`src/include/pin_remap_pkg.sv`:
```
// constants, states and carriers for the pin remap lock and input select block
package pin_remap_pkg;
    localparam int ADDR_W = 8;
    localparam int DATA_W = 16;
    localparam int SEL_W = 5;
    localparam int NUM_RP = 26;
    localparam int NUM_IN_REGS = 16;
    localparam int NUM_OUT_REGS = 13;
    localparam int NUM_AN = 16;
    localparam int NUM_PERIPH = 32;
    localparam int EV_W = 3;

    localparam logic [7:0] OFS_OSC_CTRL = 8'h00;
    localparam logic [7:0] OFS_IRQ_STATUS = 8'h01;
    localparam logic [7:0] OFS_IRQ_MASK = 8'h02;
    localparam logic [7:0] OFS_ANA_CFG1 = 8'h03;
    localparam logic [7:0] OFS_ANA_CFG2 = 8'h04;
    localparam logic [7:0] OFS_IN_MAP_BASE = 8'h10;
    localparam logic [7:0] OFS_OUT_MAP_BASE = 8'h20;

    localparam int LOCK_BIT = 6;
    localparam int SINGLE_SESSION_BIT = 5;
    localparam int FIELD_LO = 0;
    localparam int FIELD_HI = 8;
    localparam int EV_MISMATCH = 0;
    localparam int EV_BLOCKED = 1;
    localparam int EV_LOCK_CHG = 2;

    localparam logic [7:0] UNLOCK_KEY1 = 8'h46;
    localparam logic [7:0] UNLOCK_KEY2 = 8'h57;
    localparam logic [4:0] SEL_TIED_LOW = 5'h1F;
    localparam logic [4:0] SEL_LAST_PIN = 5'h19;
    localparam logic [4:0] OUT_NULL = 5'h00;

    localparam logic [15:0] IN0_MASK = 16'h1F00;
    localparam logic [15:0] IN_MASK = 16'h1F1F;
    localparam logic [15:0] IN0_RESET = 16'h1F00;
    localparam logic [15:0] IN_RESET = 16'h1F1F;
    localparam logic [15:0] OUT_MASK = 16'h1F1F;
    localparam logic [15:0] OUT_RESET = 16'h0000;
    localparam logic [15:0] ANA_CFG_RESET = 16'h0000;
    localparam logic [EV_W-1:0] EV_MASK_RESET = 3'h0;

    typedef enum logic [1:0] {KEY_IDLE, KEY_GOT1, KEY_GOT2} key_state_e;

    typedef struct packed {
        logic [ADDR_W-1:0] addr;
        logic [DATA_W-1:0] wdata;
        logic wr;
        logic rd;
    } reg_req_s;

    typedef struct packed {
        logic [NUM_RP-1:0] out;
        logic [NUM_RP-1:0] oe;
    } pad_drive_s;
endpackage

```
`src/rtl/pin_remap_lock.sv`:
```
// remappable pin mapping registers with write lock, shadow check and input select
//
// Local design decisions: strobed register access and the address map.
`timescale 1ns/1ps
// Notes on behaviour
// - locked mapping writes complete but change nothing
// - lock bit sits at control bit six
// - keys 0x46 then 0x57 precede lock change
// - lock stays until deliberately changed
// - shadow copies mismatch triggers configuration reset
// - single session option blocks clearing set lock
// - single session locked: keys ignored until reset
// - single session bit defaults set, cleared unlimited
// - analog shared pins read zero after reset
// - digital only when both converter bits one
// - output driver still works on analog pins
// - higher priority pin function overrides lower ones
// - sixteen input and thirteen output mapping registers
// - first input register: selector bits 12-8
// - selector picks pin n, all ones grounds
// - output code zero keeps default port logic
module pin_remap_lock
    import pin_remap_pkg::*;
(
    input wire logic ref_clk,
    input wire logic reset_n,
    input wire reg_req_s bus_req,
    output logic [DATA_W-1:0] rdata,
    output logic irq,
    input wire logic [7:0] osc_config_word,
    input wire logic [NUM_RP-1:0] pad_in,
    output pad_drive_s pad_drive,
    input wire logic [NUM_RP-1:0] port_out,
    input wire logic [NUM_RP-1:0] pin_direction_reg,
    input wire logic [NUM_PERIPH-1:0] periph_out,
    output logic [NUM_RP-1:0] digital_in,
    output logic ext_irq1_input,
    output logic mapping_write_lock,
    output logic cfg_mismatch_reset
);
    logic [DATA_W-1:0] in_q [NUM_IN_REGS];
    logic [DATA_W-1:0] in_d [NUM_IN_REGS];
    logic [DATA_W-1:0] in_sh_q [NUM_IN_REGS];
    logic [DATA_W-1:0] in_sh_d [NUM_IN_REGS];
    logic [DATA_W-1:0] out_q [NUM_OUT_REGS];
    logic [DATA_W-1:0] out_d [NUM_OUT_REGS];
    logic [DATA_W-1:0] out_sh_q [NUM_OUT_REGS];
    logic [DATA_W-1:0] out_sh_d [NUM_OUT_REGS];
    logic [DATA_W-1:0] ana1_q, ana1_d, ana2_q, ana2_d, rdata_q, rdata_d;
    logic [EV_W-1:0] status_q, status_d, mask_q, mask_d, ev;
    logic lock_q, lock_d, one_way_q, irq_q, irq_d, mism_q, mism_d;
    key_state_e key_q, key_d;
    logic [7:0] in_off, out_off;
    logic hit_in, hit_out, hit_osc, map_wr;

    // register access and lock
    always_comb begin
        in_off = bus_req.addr - OFS_IN_MAP_BASE;
        out_off = bus_req.addr - OFS_OUT_MAP_BASE;
        hit_in = in_off < 8'(NUM_IN_REGS);
        hit_out = out_off < 8'(NUM_OUT_REGS);
        hit_osc = bus_req.addr == OFS_OSC_CTRL;
        map_wr = bus_req.wr && (hit_in || hit_out);
        in_d = in_q;
        in_sh_d = in_sh_q;
        out_d = out_q;
        out_sh_d = out_sh_q;
        ana1_d = ana1_q;
        ana2_d = ana2_q;
        mask_d = mask_q;
        lock_d = lock_q;
        key_d = key_q;
        ev = '0;
        // mapping writes land in the register and its shadow together
        if (map_wr && !lock_q) begin
            if (hit_in) begin
                in_d[in_off[3:0]] = bus_req.wdata & ((in_off == 8'h00) ? IN0_MASK : IN_MASK);
                in_sh_d[in_off[3:0]] = in_d[in_off[3:0]];
            end else begin
                out_d[out_off[3:0]] = bus_req.wdata & OUT_MASK;
                out_sh_d[out_off[3:0]] = out_d[out_off[3:0]];
            end
        end
        if (map_wr && lock_q) begin
            ev[EV_BLOCKED] = 1'b1;
        end
        if (bus_req.wr && bus_req.addr == OFS_ANA_CFG1) begin
            ana1_d = bus_req.wdata;
        end
        if (bus_req.wr && bus_req.addr == OFS_ANA_CFG2) begin
            ana2_d = bus_req.wdata;
        end
        if (bus_req.wr && bus_req.addr == OFS_IRQ_MASK) begin
            mask_d = bus_req.wdata[EV_W-1:0];
        end
        // any access outside the sequence drops a partial unlock
        if (bus_req.wr || bus_req.rd) begin
            key_d = KEY_IDLE;
        end
        if (bus_req.wr && hit_osc) begin
            case (key_q)
                KEY_GOT2: begin
                    // one-way mode: a set lock sticks until device reset
                    if (!(one_way_q && lock_q)) begin
                        lock_d = bus_req.wdata[LOCK_BIT];
                    end
                end
                KEY_GOT1: begin
                    if (bus_req.wdata[7:0] == UNLOCK_KEY2) begin
                        key_d = KEY_GOT2;
                    end else if (bus_req.wdata[7:0] == UNLOCK_KEY1) begin
                        key_d = KEY_GOT1;
                    end
                end
                default: begin
                    if (bus_req.wdata[7:0] == UNLOCK_KEY1) begin
                        key_d = KEY_GOT1;
                    end
                end
            endcase
        end
        ev[EV_LOCK_CHG] = lock_d != lock_q;
    end

    always_ff @(posedge ref_clk) begin
        if (!reset_n) begin
            for (int i = 0; i < NUM_IN_REGS; i++) begin
                in_q[i] <= (i == 0) ? IN0_RESET : IN_RESET;
                in_sh_q[i] <= (i == 0) ? IN0_RESET : IN_RESET;
            end
            for (int i = 0; i < NUM_OUT_REGS; i++) begin
                out_q[i] <= OUT_RESET;
                out_sh_q[i] <= OUT_RESET;
            end
            ana1_q <= ANA_CFG_RESET;
            ana2_q <= ANA_CFG_RESET;
            mask_q <= EV_MASK_RESET;
            lock_q <= 1'b0;
            key_q <= KEY_IDLE;
            // option bit is caught while reset is held
            one_way_q <= osc_config_word[SINGLE_SESSION_BIT];
        end else begin
            in_q <= in_d;
            in_sh_q <= in_sh_d;
            out_q <= out_d;
            out_sh_q <= out_sh_d;
            ana1_q <= ana1_d;
            ana2_q <= ana2_d;
            mask_q <= mask_d;
            lock_q <= lock_d;
            key_q <= key_d;
        end
    end

    // shadow compare, status, read data
    always_comb begin
        mism_d = 1'b0;
        for (int i = 0; i < NUM_IN_REGS; i++) begin
            mism_d = mism_d | (in_q[i] != in_sh_q[i]);
        end
        for (int i = 0; i < NUM_OUT_REGS; i++) begin
            mism_d = mism_d | (out_q[i] != out_sh_q[i]);
        end
        status_d = status_q;
        rdata_d = '0;
        if (bus_req.rd) begin
            if (hit_osc) begin
                rdata_d[LOCK_BIT] = lock_q;
            end else if (bus_req.addr == OFS_IRQ_STATUS) begin
                rdata_d[EV_W-1:0] = status_q;
                status_d = '0;
            end else if (bus_req.addr == OFS_IRQ_MASK) begin
                rdata_d[EV_W-1:0] = mask_q;
            end else if (bus_req.addr == OFS_ANA_CFG1) begin
                rdata_d = ana1_q;
            end else if (bus_req.addr == OFS_ANA_CFG2) begin
                rdata_d = ana2_q;
            end else if (hit_in) begin
                rdata_d = in_q[in_off[3:0]];
            end else if (hit_out) begin
                rdata_d = out_q[out_off[3:0]];
            end
        end
        // a new event wins over the read that clears
        status_d = status_d | ev;
        status_d[EV_MISMATCH] = status_d[EV_MISMATCH] | mism_d;
        irq_d = |(status_d & mask_d);
    end

    always_ff @(posedge ref_clk) begin
        if (!reset_n) begin
            status_q <= '0;
            rdata_q <= '0;
            irq_q <= 1'b0;
            mism_q <= 1'b0;
        end else begin
            status_q <= status_d;
            rdata_q <= rdata_d;
            irq_q <= irq_d;
            mism_q <= mism_d;
        end
    end

    // pins
    logic [NUM_RP-1:0] s1_q, s2_q, s3_q, pin_q, pin_d, dig_en, dig_in_d;
    logic [4:0] irq1_sel, code;
    logic irq1_d;
    pad_drive_s drive_d, drive_q;
    logic [NUM_RP-1:0] dig_in_q;
    logic irq1_q;

    always_comb begin
        // a pad change counts only once the last two stages agree
        pin_d = (~(s2_q ^ s3_q) & s3_q) | ((s2_q ^ s3_q) & pin_q);
        for (int i = 0; i < NUM_RP; i++) begin
            // analog owns the pin unless both converters release it
            dig_en[i] = (i < NUM_AN) ? (ana1_q[i % NUM_AN] & ana2_q[i % NUM_AN]) : 1'b1;
        end
        dig_in_d = pin_q & dig_en;
        irq1_sel = in_q[0][FIELD_HI +: SEL_W];
        irq1_d = (irq1_sel <= SEL_LAST_PIN) ? dig_in_d[irq1_sel] : 1'b0;
        for (int i = 0; i < NUM_RP; i++) begin
            code = out_q[i / 2][((i % 2) * FIELD_HI) +: SEL_W];
            drive_d.out[i] = (code == OUT_NULL) ? port_out[i] : periph_out[code];
            // the driver stays usable while analog is selected; contention is software's care
            drive_d.oe[i] = !pin_direction_reg[i];
        end
    end

    always_ff @(posedge ref_clk) begin
        if (!reset_n) begin
            s1_q <= '0;
            s2_q <= '0;
            s3_q <= '0;
            pin_q <= '0;
            dig_in_q <= '0;
            irq1_q <= 1'b0;
            drive_q <= '0;
        end else begin
            s1_q <= pad_in;
            s2_q <= s1_q;
            s3_q <= s2_q;
            pin_q <= pin_d;
            dig_in_q <= dig_in_d;
            irq1_q <= irq1_d;
            drive_q <= drive_d;
        end
    end

    assign rdata = rdata_q;
    assign irq = irq_q;
    assign pad_drive = drive_q;
    assign digital_in = dig_in_q;
    assign ext_irq1_input = irq1_q;
    assign mapping_write_lock = lock_q;
    assign cfg_mismatch_reset = mism_q;
endmodule // pin_remap_lock

```
`config.mk`:
```
export PLATFORM = sky130hd
export DESIGN_NAME = pin_remap_lock
export DESIGN_NICKNAME = d
export VERILOG_FILES = /design/src/include/pin_remap_pkg.sv /design/src/rtl/pin_remap_lock.sv
export SDC_FILE = /design/constraint.sdc
export NUM_CORES = 2
export LEC_CHECK = 0
export BUFFER_PORTS_ARGS = -buffer_cell sky130_fd_sc_hd__buf_4
export CORE_MARGIN = 2
export CORE_UTILIZATION = 64
export CTS_BUF_LIST = sky130_fd_sc_hd__clkbuf_8
export CTS_CLUSTER_SIZE = 16
export DETAILED_ROUTE_END_ITERATION = 16
export HOLD_SLACK_MARGIN = 0.02
export PLACE_DENSITY = 0.83
export REMOVE_ABC_BUFFERS = 1
export SLEW_MARGIN = 25
export SYNTH_ARGS = -nofsm -noshare
export SYNTH_HDL_FRONTEND = slang
export SYNTH_SLANG_ARGS = --single-unit
```
`constraint.sdc`:
```
create_clock -name ref_clk -period 2.92 [get_ports ref_clk]
set_input_delay 0.292 -clock ref_clk [delete_from_list [all_inputs] [get_ports ref_clk]]
set_output_delay 0.292 -clock ref_clk [all_outputs]
set_load 0.05 [all_outputs]
```
# After elaboration in Yosys (flattened, before gate mapping)

Index checks and enable logic that the tools add are counted.

Add/sub/neg operators: 2
$lt $le $gt $ge: 34
Eq/ne operators: 38
Muxes and demuxes: 123
Bitwise gates (word level): 59
Reductions and logical operators: 74

Operator list:

| cell               | number |
|---|---|
| $bwmux 256         | 2 |
| $ne 16x16->1       | 29 |
| $bwmux 208         | 2 |
| $bmux 16 s4        | 4 |
| $mux 16            | 14 |
| $lt 5x6->1 const B | 27 |
| $bmux 1 s5         | 27 |
| $logic_not 5->1    | 26 |
| $demux 16 s4       | 2 |
| $and 26x26->26     | 3 |
| $mux 1             | 58 |
| $or 1x1->1         | 29 |
| $logic_not 1->1    | 27 |
| $not 26->26        | 1 |
| $or 26x26->26      | 1 |
| $xor 26x26->26     | 1 |
| $mux 3             | 6 |
| $and 1x1->1        | 16 |
| $and 16x13->16     | 1 |
| $eq 8x2->1 const B | 2 |
| $eq 8x7->1 const B | 2 |
| $logic_not 8->1    | 2 |
| $ge 5x5->1 const B | 2 |
| $logic_and 1x1->1  | 10 |
| other kinds (23)   | 36 |

Bits in registers: 1171

# Longest topological paths before layout

Word-level depth: 32
Mapped depth: 12
Depth with buffers taken out: 9

# Worst setup path after synthesis

No wires, ideal clock.

Kind: input -> register
From: input bus_req[18] in the netlist's numbering
To: register rdata_q[10] (netlist: rdata[10])
Arrival time: 2221 ps
Required time: 2791 ps
Setup slack: 570 ps
Cell stages on the path: 7
Cells stage by stage: buf_2 buf_2 buf_2 mux4_2 mux4_2 a22oi_1 a21oi_1

Longest elaborated chain between the ends: 9
Elaborated cells on any way between the ends: 22
Those cells by class: add/sub: 2; order compare: 2; eq/ne: 4; mux: 10; bitwise: 2; reduce/logical: 2

Ends and longest elaborated chain:

| what                                       | RTL line              | RTL |
|---|---|---|
| start, declared                            | pin_remap_lock.sv:27  | `input wire reg_req_s bus_req,` |
| $sub 8x6->8                                | pin_remap_lock.sv:59  | `out_off = bus_req.addr - OFS_OUT_MAP_BASE;` |
| $not 4->5 (not written as such)            | pin_remap_lock.sv:181 | `rdata_d = out_q[out_off[3:0]];` |
| $bmux 16 s4                                | pin_remap_lock.sv:181 |  |
| $mux 16 (not written as such) (2 in a row) | pin_remap_lock.sv:181 |  |
| $mux 16                                    | pin_remap_lock.sv:180 | `end else if (hit_out) begin` |
| $mux 16                                    | pin_remap_lock.sv:178 | `end else if (hit_in) begin` |
| $mux 16                                    | pin_remap_lock.sv:176 | `end else if (bus_req.addr == OFS_ANA_CFG2) begin` |
| $mux 16                                    | pin_remap_lock.sv:174 | `end else if (bus_req.addr == OFS_ANA_CFG1) begin` |
| end signal, assigned                       | pin_remap_lock.sv:198 | `rdata_q <= rdata_d;` |
| end, declared                              | pin_remap_lock.sv:49  | `logic [DATA_W-1:0] ana1_q, ana1_d, ana2_q, ana2_d, rdata_q, rdata_d;` |

Parallel ways exist; a longest one is shown, timed or not. The select of a mux whose other input is x is not followed.
A chain may end at the register's enable or synchronous reset.

# Final worst setup path

From: register out_q[136] in the netlist's numbering
To: register status_q[0]

Longest elaborated chain between the ends: 11

Ends and longest elaborated chain:

| what                    | RTL line              | RTL |
|---|---|---|
| start, declared         | pin_remap_lock.sv:45  | `logic [DATA_W-1:0] out_q [NUM_OUT_REGS];` |
| start signal, assigned  | pin_remap_lock.sv:145 | `out_q <= out_d;` |
| $ne 16x16->1            | pin_remap_lock.sv:162 | `mism_d = mism_d \| (out_q[i] != out_sh_q[i]);` |
| $or 1x1->1 (9 in a row) | pin_remap_lock.sv:162 |  |
| $or 1x1->1              | pin_remap_lock.sv:186 | `status_d[EV_MISMATCH] = status_d[EV_MISMATCH] \| mism_d;` |
| end signal, assigned    | pin_remap_lock.sv:197 | `status_q <= status_d;` |
| end, declared           | pin_remap_lock.sv:50  | `logic [EV_W-1:0] status_q, status_d, mask_q, mask_d, ev;` |

Every way passes these cells.

==> metrics <==
DR WL met3 28300 um; Die X 286 um; critical path required time 3.66 ns; Post-Synth Simple-Gate Area 13.1%; Slew @ Worst Pin 1.07 ns; Seq/Total Area, Yosys 46.0%; Final Wtd Congestion ~1.1; Tot GR Track Use 45.8%; design area 59900 um^2; Post-DP Area 55300 um^2; ANT nets after route 0; switching pwr 8210 uW; final setup TNS 0 ns; crit path to status_q[0]; Synth Area in Adders 0.0982%; Setup Viol. Count Final 0; post-detail-place hpwl 131000 um; Hold Vio Cnt, Final 0; P_leak around 0.024 uW; # H-tree levels 4; FF+latch count, synth roughly 1200; Max clock buf depth 3; CTS tree built; residual DRC count 0; clock share of power 43.3%; PortBufs 235; HP Start port_out[21]; GRT overflow 0; vias per cell 6.88; mux share of post-synthesis cell area 18.6%; latest clock arrival within the worst-skew pair 0.88 ns; Iter 0 DRT Violations 6911; combined area of all synthesized cells 50900 um^2; uppermost layer routed met5; Max Cap Violations 0; drt first pass iters 8; IO Count 244; Comb power frac under 10%; share of cells above drive strength 1 23.7%; DR vias between 40000 and 50000; Rows just over 100; main combinational cell family by area after synthesis multiplexers; Period minus WS final 2.87 ns; r2r setup slk 0.05 ns; Flop pwr share 49.9%; clk slew on worst S/H paths 0.06 ns; Setup crit start kind flip-flop; Routed WL around 190000 um; Slew headroom 28.4%; Starting Density 64.6%; Crit Path Category flip-flop to flip-flop; Slew Viols, Final 0; most common cell after layout, fill and taps aside dfxtp_1; pwr/cell area roughly 540 nW/um^2; Sw Share 25.4%; first-pass GRT wire length 274000 um; Syn Inst Count 4767; die area 81900 um^2; Worst Setup SP out_q[136]; RR Endpoint status_q[0]; drt wl/cell 29.9 um; post-synthesis cell type count between 50 and 60; Max IR drop VDD 0.000419 V; Post-CTS Setup Repair Bufs 0; Final period util 98.2%; number of buffers created by CTS approximately 180; syn_area_per_cell 10.7 um^2; Reg-to-Reg Start out_q[136]; internal cell power 24100 uW; worst hold path type input pin to flip-flop; clock skew 0.0449 ns; Area Overhead vs Synth 17.5%; Layout Nets around 5300; WL met1 63900 um; XOR/XNOR Fraction of Synth Area 7.38%; DR WL met2 81600 um; largest net degree at the start of global routing 197; Post-synth EDFFs 1; Achievable Freq 349 MHz; Synth Area in Compound Gates 11.1%; worst endpoint data arrival time 3.61 ns; clk sinks 1171; vias in the first global route ~42000; status finished, final reports clean; CP Max Fanout 3; yosys warns 0; most frequent cells in the layout dfxtp_1 (1166), buf_4 (519), mux4_2 (408); worst r2r path cells 10; Main synth FF type dfxtp_1; die height 286 um; RSZ-0062 raised after global routing yes; async set or reset register ratio after synthesis 0%; CTS Root Cell clkbuf_8; core area 78900 um^2; antenna violations before repair 16; CP endpoint kind flip-flop
==> critical path, stage by stage, from the launching register on <==
cell	delay, ns
dfxtp_2	0.34
xnor2_2	0.21
buf_6	0.18
nand4_1	0.22
nor4_4	0.37
buf_4	0.19
nand4_1	0.13
or4_4	0.59
nor4b_4	0.25
buf_4	0.18
a31oi_1	0.08
==> sequential cells by signal, summed over array words and instances, names as in the netlist, named ones only <==
| name | cells |
|---|---|
| s2_q | 26 |
| code | 5 |
| ana1_q | 16 |
| ext_irq1_input | 1 |
| out_sh_q | 208 |
| s3_q | 26 |
| one_way_q | 1 |
| out_q | 203 |
| mask_q | 3 |
| digital_in | 26 |
| in_q | 256 |
| key_q | 2 |
| irq | 1 |
| s1_q | 26 |
| pad_drive | 52 |
| status_q | 3 |
| mapping_write_lock | 1 |
| rdata | 16 |
| in_sh_q | 256 |
| cfg_mismatch_reset | 1 |
| ana2_q | 16 |
==> layout make-up <==
type                            count  area [um^2]
Multi-Input combinational cell   3122        25800
Sequential cell                  1171        23500
Clock inverter                     97          647
Antenna cell                        6         15.0
Tap cell                         1050         1310
Timing Repair Buffer              639         5450
Fill cell                        5005        19000
Clock buffer                      220         3030
Inverter                           48          188
==> metal layers <==
| metal | vias up | track usage, % |
|---|---|---|
| met5 | - | 0.523 |
| met4 | 16 | 31.2 |
| met3 | 940 | 16.1 |
| met2 | 3759 | 68.2 |
| met1 | 21000 | 56.2 |
| li1 | 18000 | - |
==> worst min path at each step <==
stage / endpoint / slack [ns] / depth (start not counted)
final: pad_drive[47] / 0.09 / 5
after CTS: pad_drive[47] / 0.05 / 5
after floorplan: in_q[252] / 0.36 / 1
after global routing: pad_drive[47] / 0.1 / 5
after detailed placement: s2_q[16] / 0.42 / 1
after global placement: s2_q[17] / 0.41 / 1
==> cell usage after synthesis, types with 9 or more instances <==
master | count | area share, %
nand2_1 | 336 | 2.5
a21o_1 | 306 | 4.5
mux4_2 | 408 | 18
nand4_1 | 87 | 1.1
nor2_1 | 258 | 1.9
o21ai_1 | 17 | 0.17
o22ai_1 | 11 | 0.14
buf_1 | 32 | 0.24
and3_1 | 359 | 4.4
a21oi_1 | 359 | 3.5
dfxtp_1 | 1170 | 46
nand3_1 | 67 | 0.66
o21ai_0 | 185 | 1.8
inv_1 | 46 | 0.34
buf_2 | 25 | 0.25
xor2_1 | 133 | 2.3
nor2b_1 | 9 | 0.11
mux2i_1 | 27 | 0.53
nand2b_1 | 13 | 0.16
nor4_1 | 60 | 0.74
xnor2_1 | 296 | 5.1
clkbuf_1 | 364 | 2.7
and2_1 | 94 | 1.2
nor3_1 | 15 | 0.15
a22oi_1 | 13 | 0.19
==> power by group through the flow <==
stage,combinational (uW),sequential (uW),clock [uW]
after floorplan,715,16600,0
after global placement,1920,16500,0
after detailed placement,1960,16500,0
after CTS,2060,16100,13900
after global routing,2220,16100,14700
final,2180,16100,14000
==> cell families (layout without fill, tap and decap cells) <==
kind of cell,count (synthesis),after routing
AO/OA/AOI/OAI,936,936
multiplexers,438,438
buffers and inverters,474,1004
adder cells (fa/ha/maj),4,4
AND/OR/NAND/NOR,1315,1315
XOR/XNOR,429,429
other,0,6
flip-flops,1171,1171
==> per-stage QoR <==
stage / utilization, % / instances / hold slack, ns / total power (uW) / worst slack, ns
after floorplan: - / 4341 / 0.364 / 17400 / -1.02
after global placement: 70.1 / 5948 / 0.414 / 18400 / -0.0537
after detailed placement: 70.1 / 5948 / 0.418 / 18400 / -0.192
after CTS: 75.8 / 6347 / 0.0498 / 32100 / 0.0239
after global routing: 75.9 / 6348 / 0.0957 / 33000 / -0.00412
final: 75.9 / 6353 / 0.0899 / 32300 / 0.0531
==> what timing repair did <==
item / 4_1_cts / 5_1_grt
cloned: 0 / 0
pin swaps: 0 / 6
gates resized for setup: 2 / 13
endpoints found under the setup margin: 3 / 3
hold buffers: 82 / 0
endpoints found under the hold margin: 268 / 0
(Power assumes the default switching activity.)
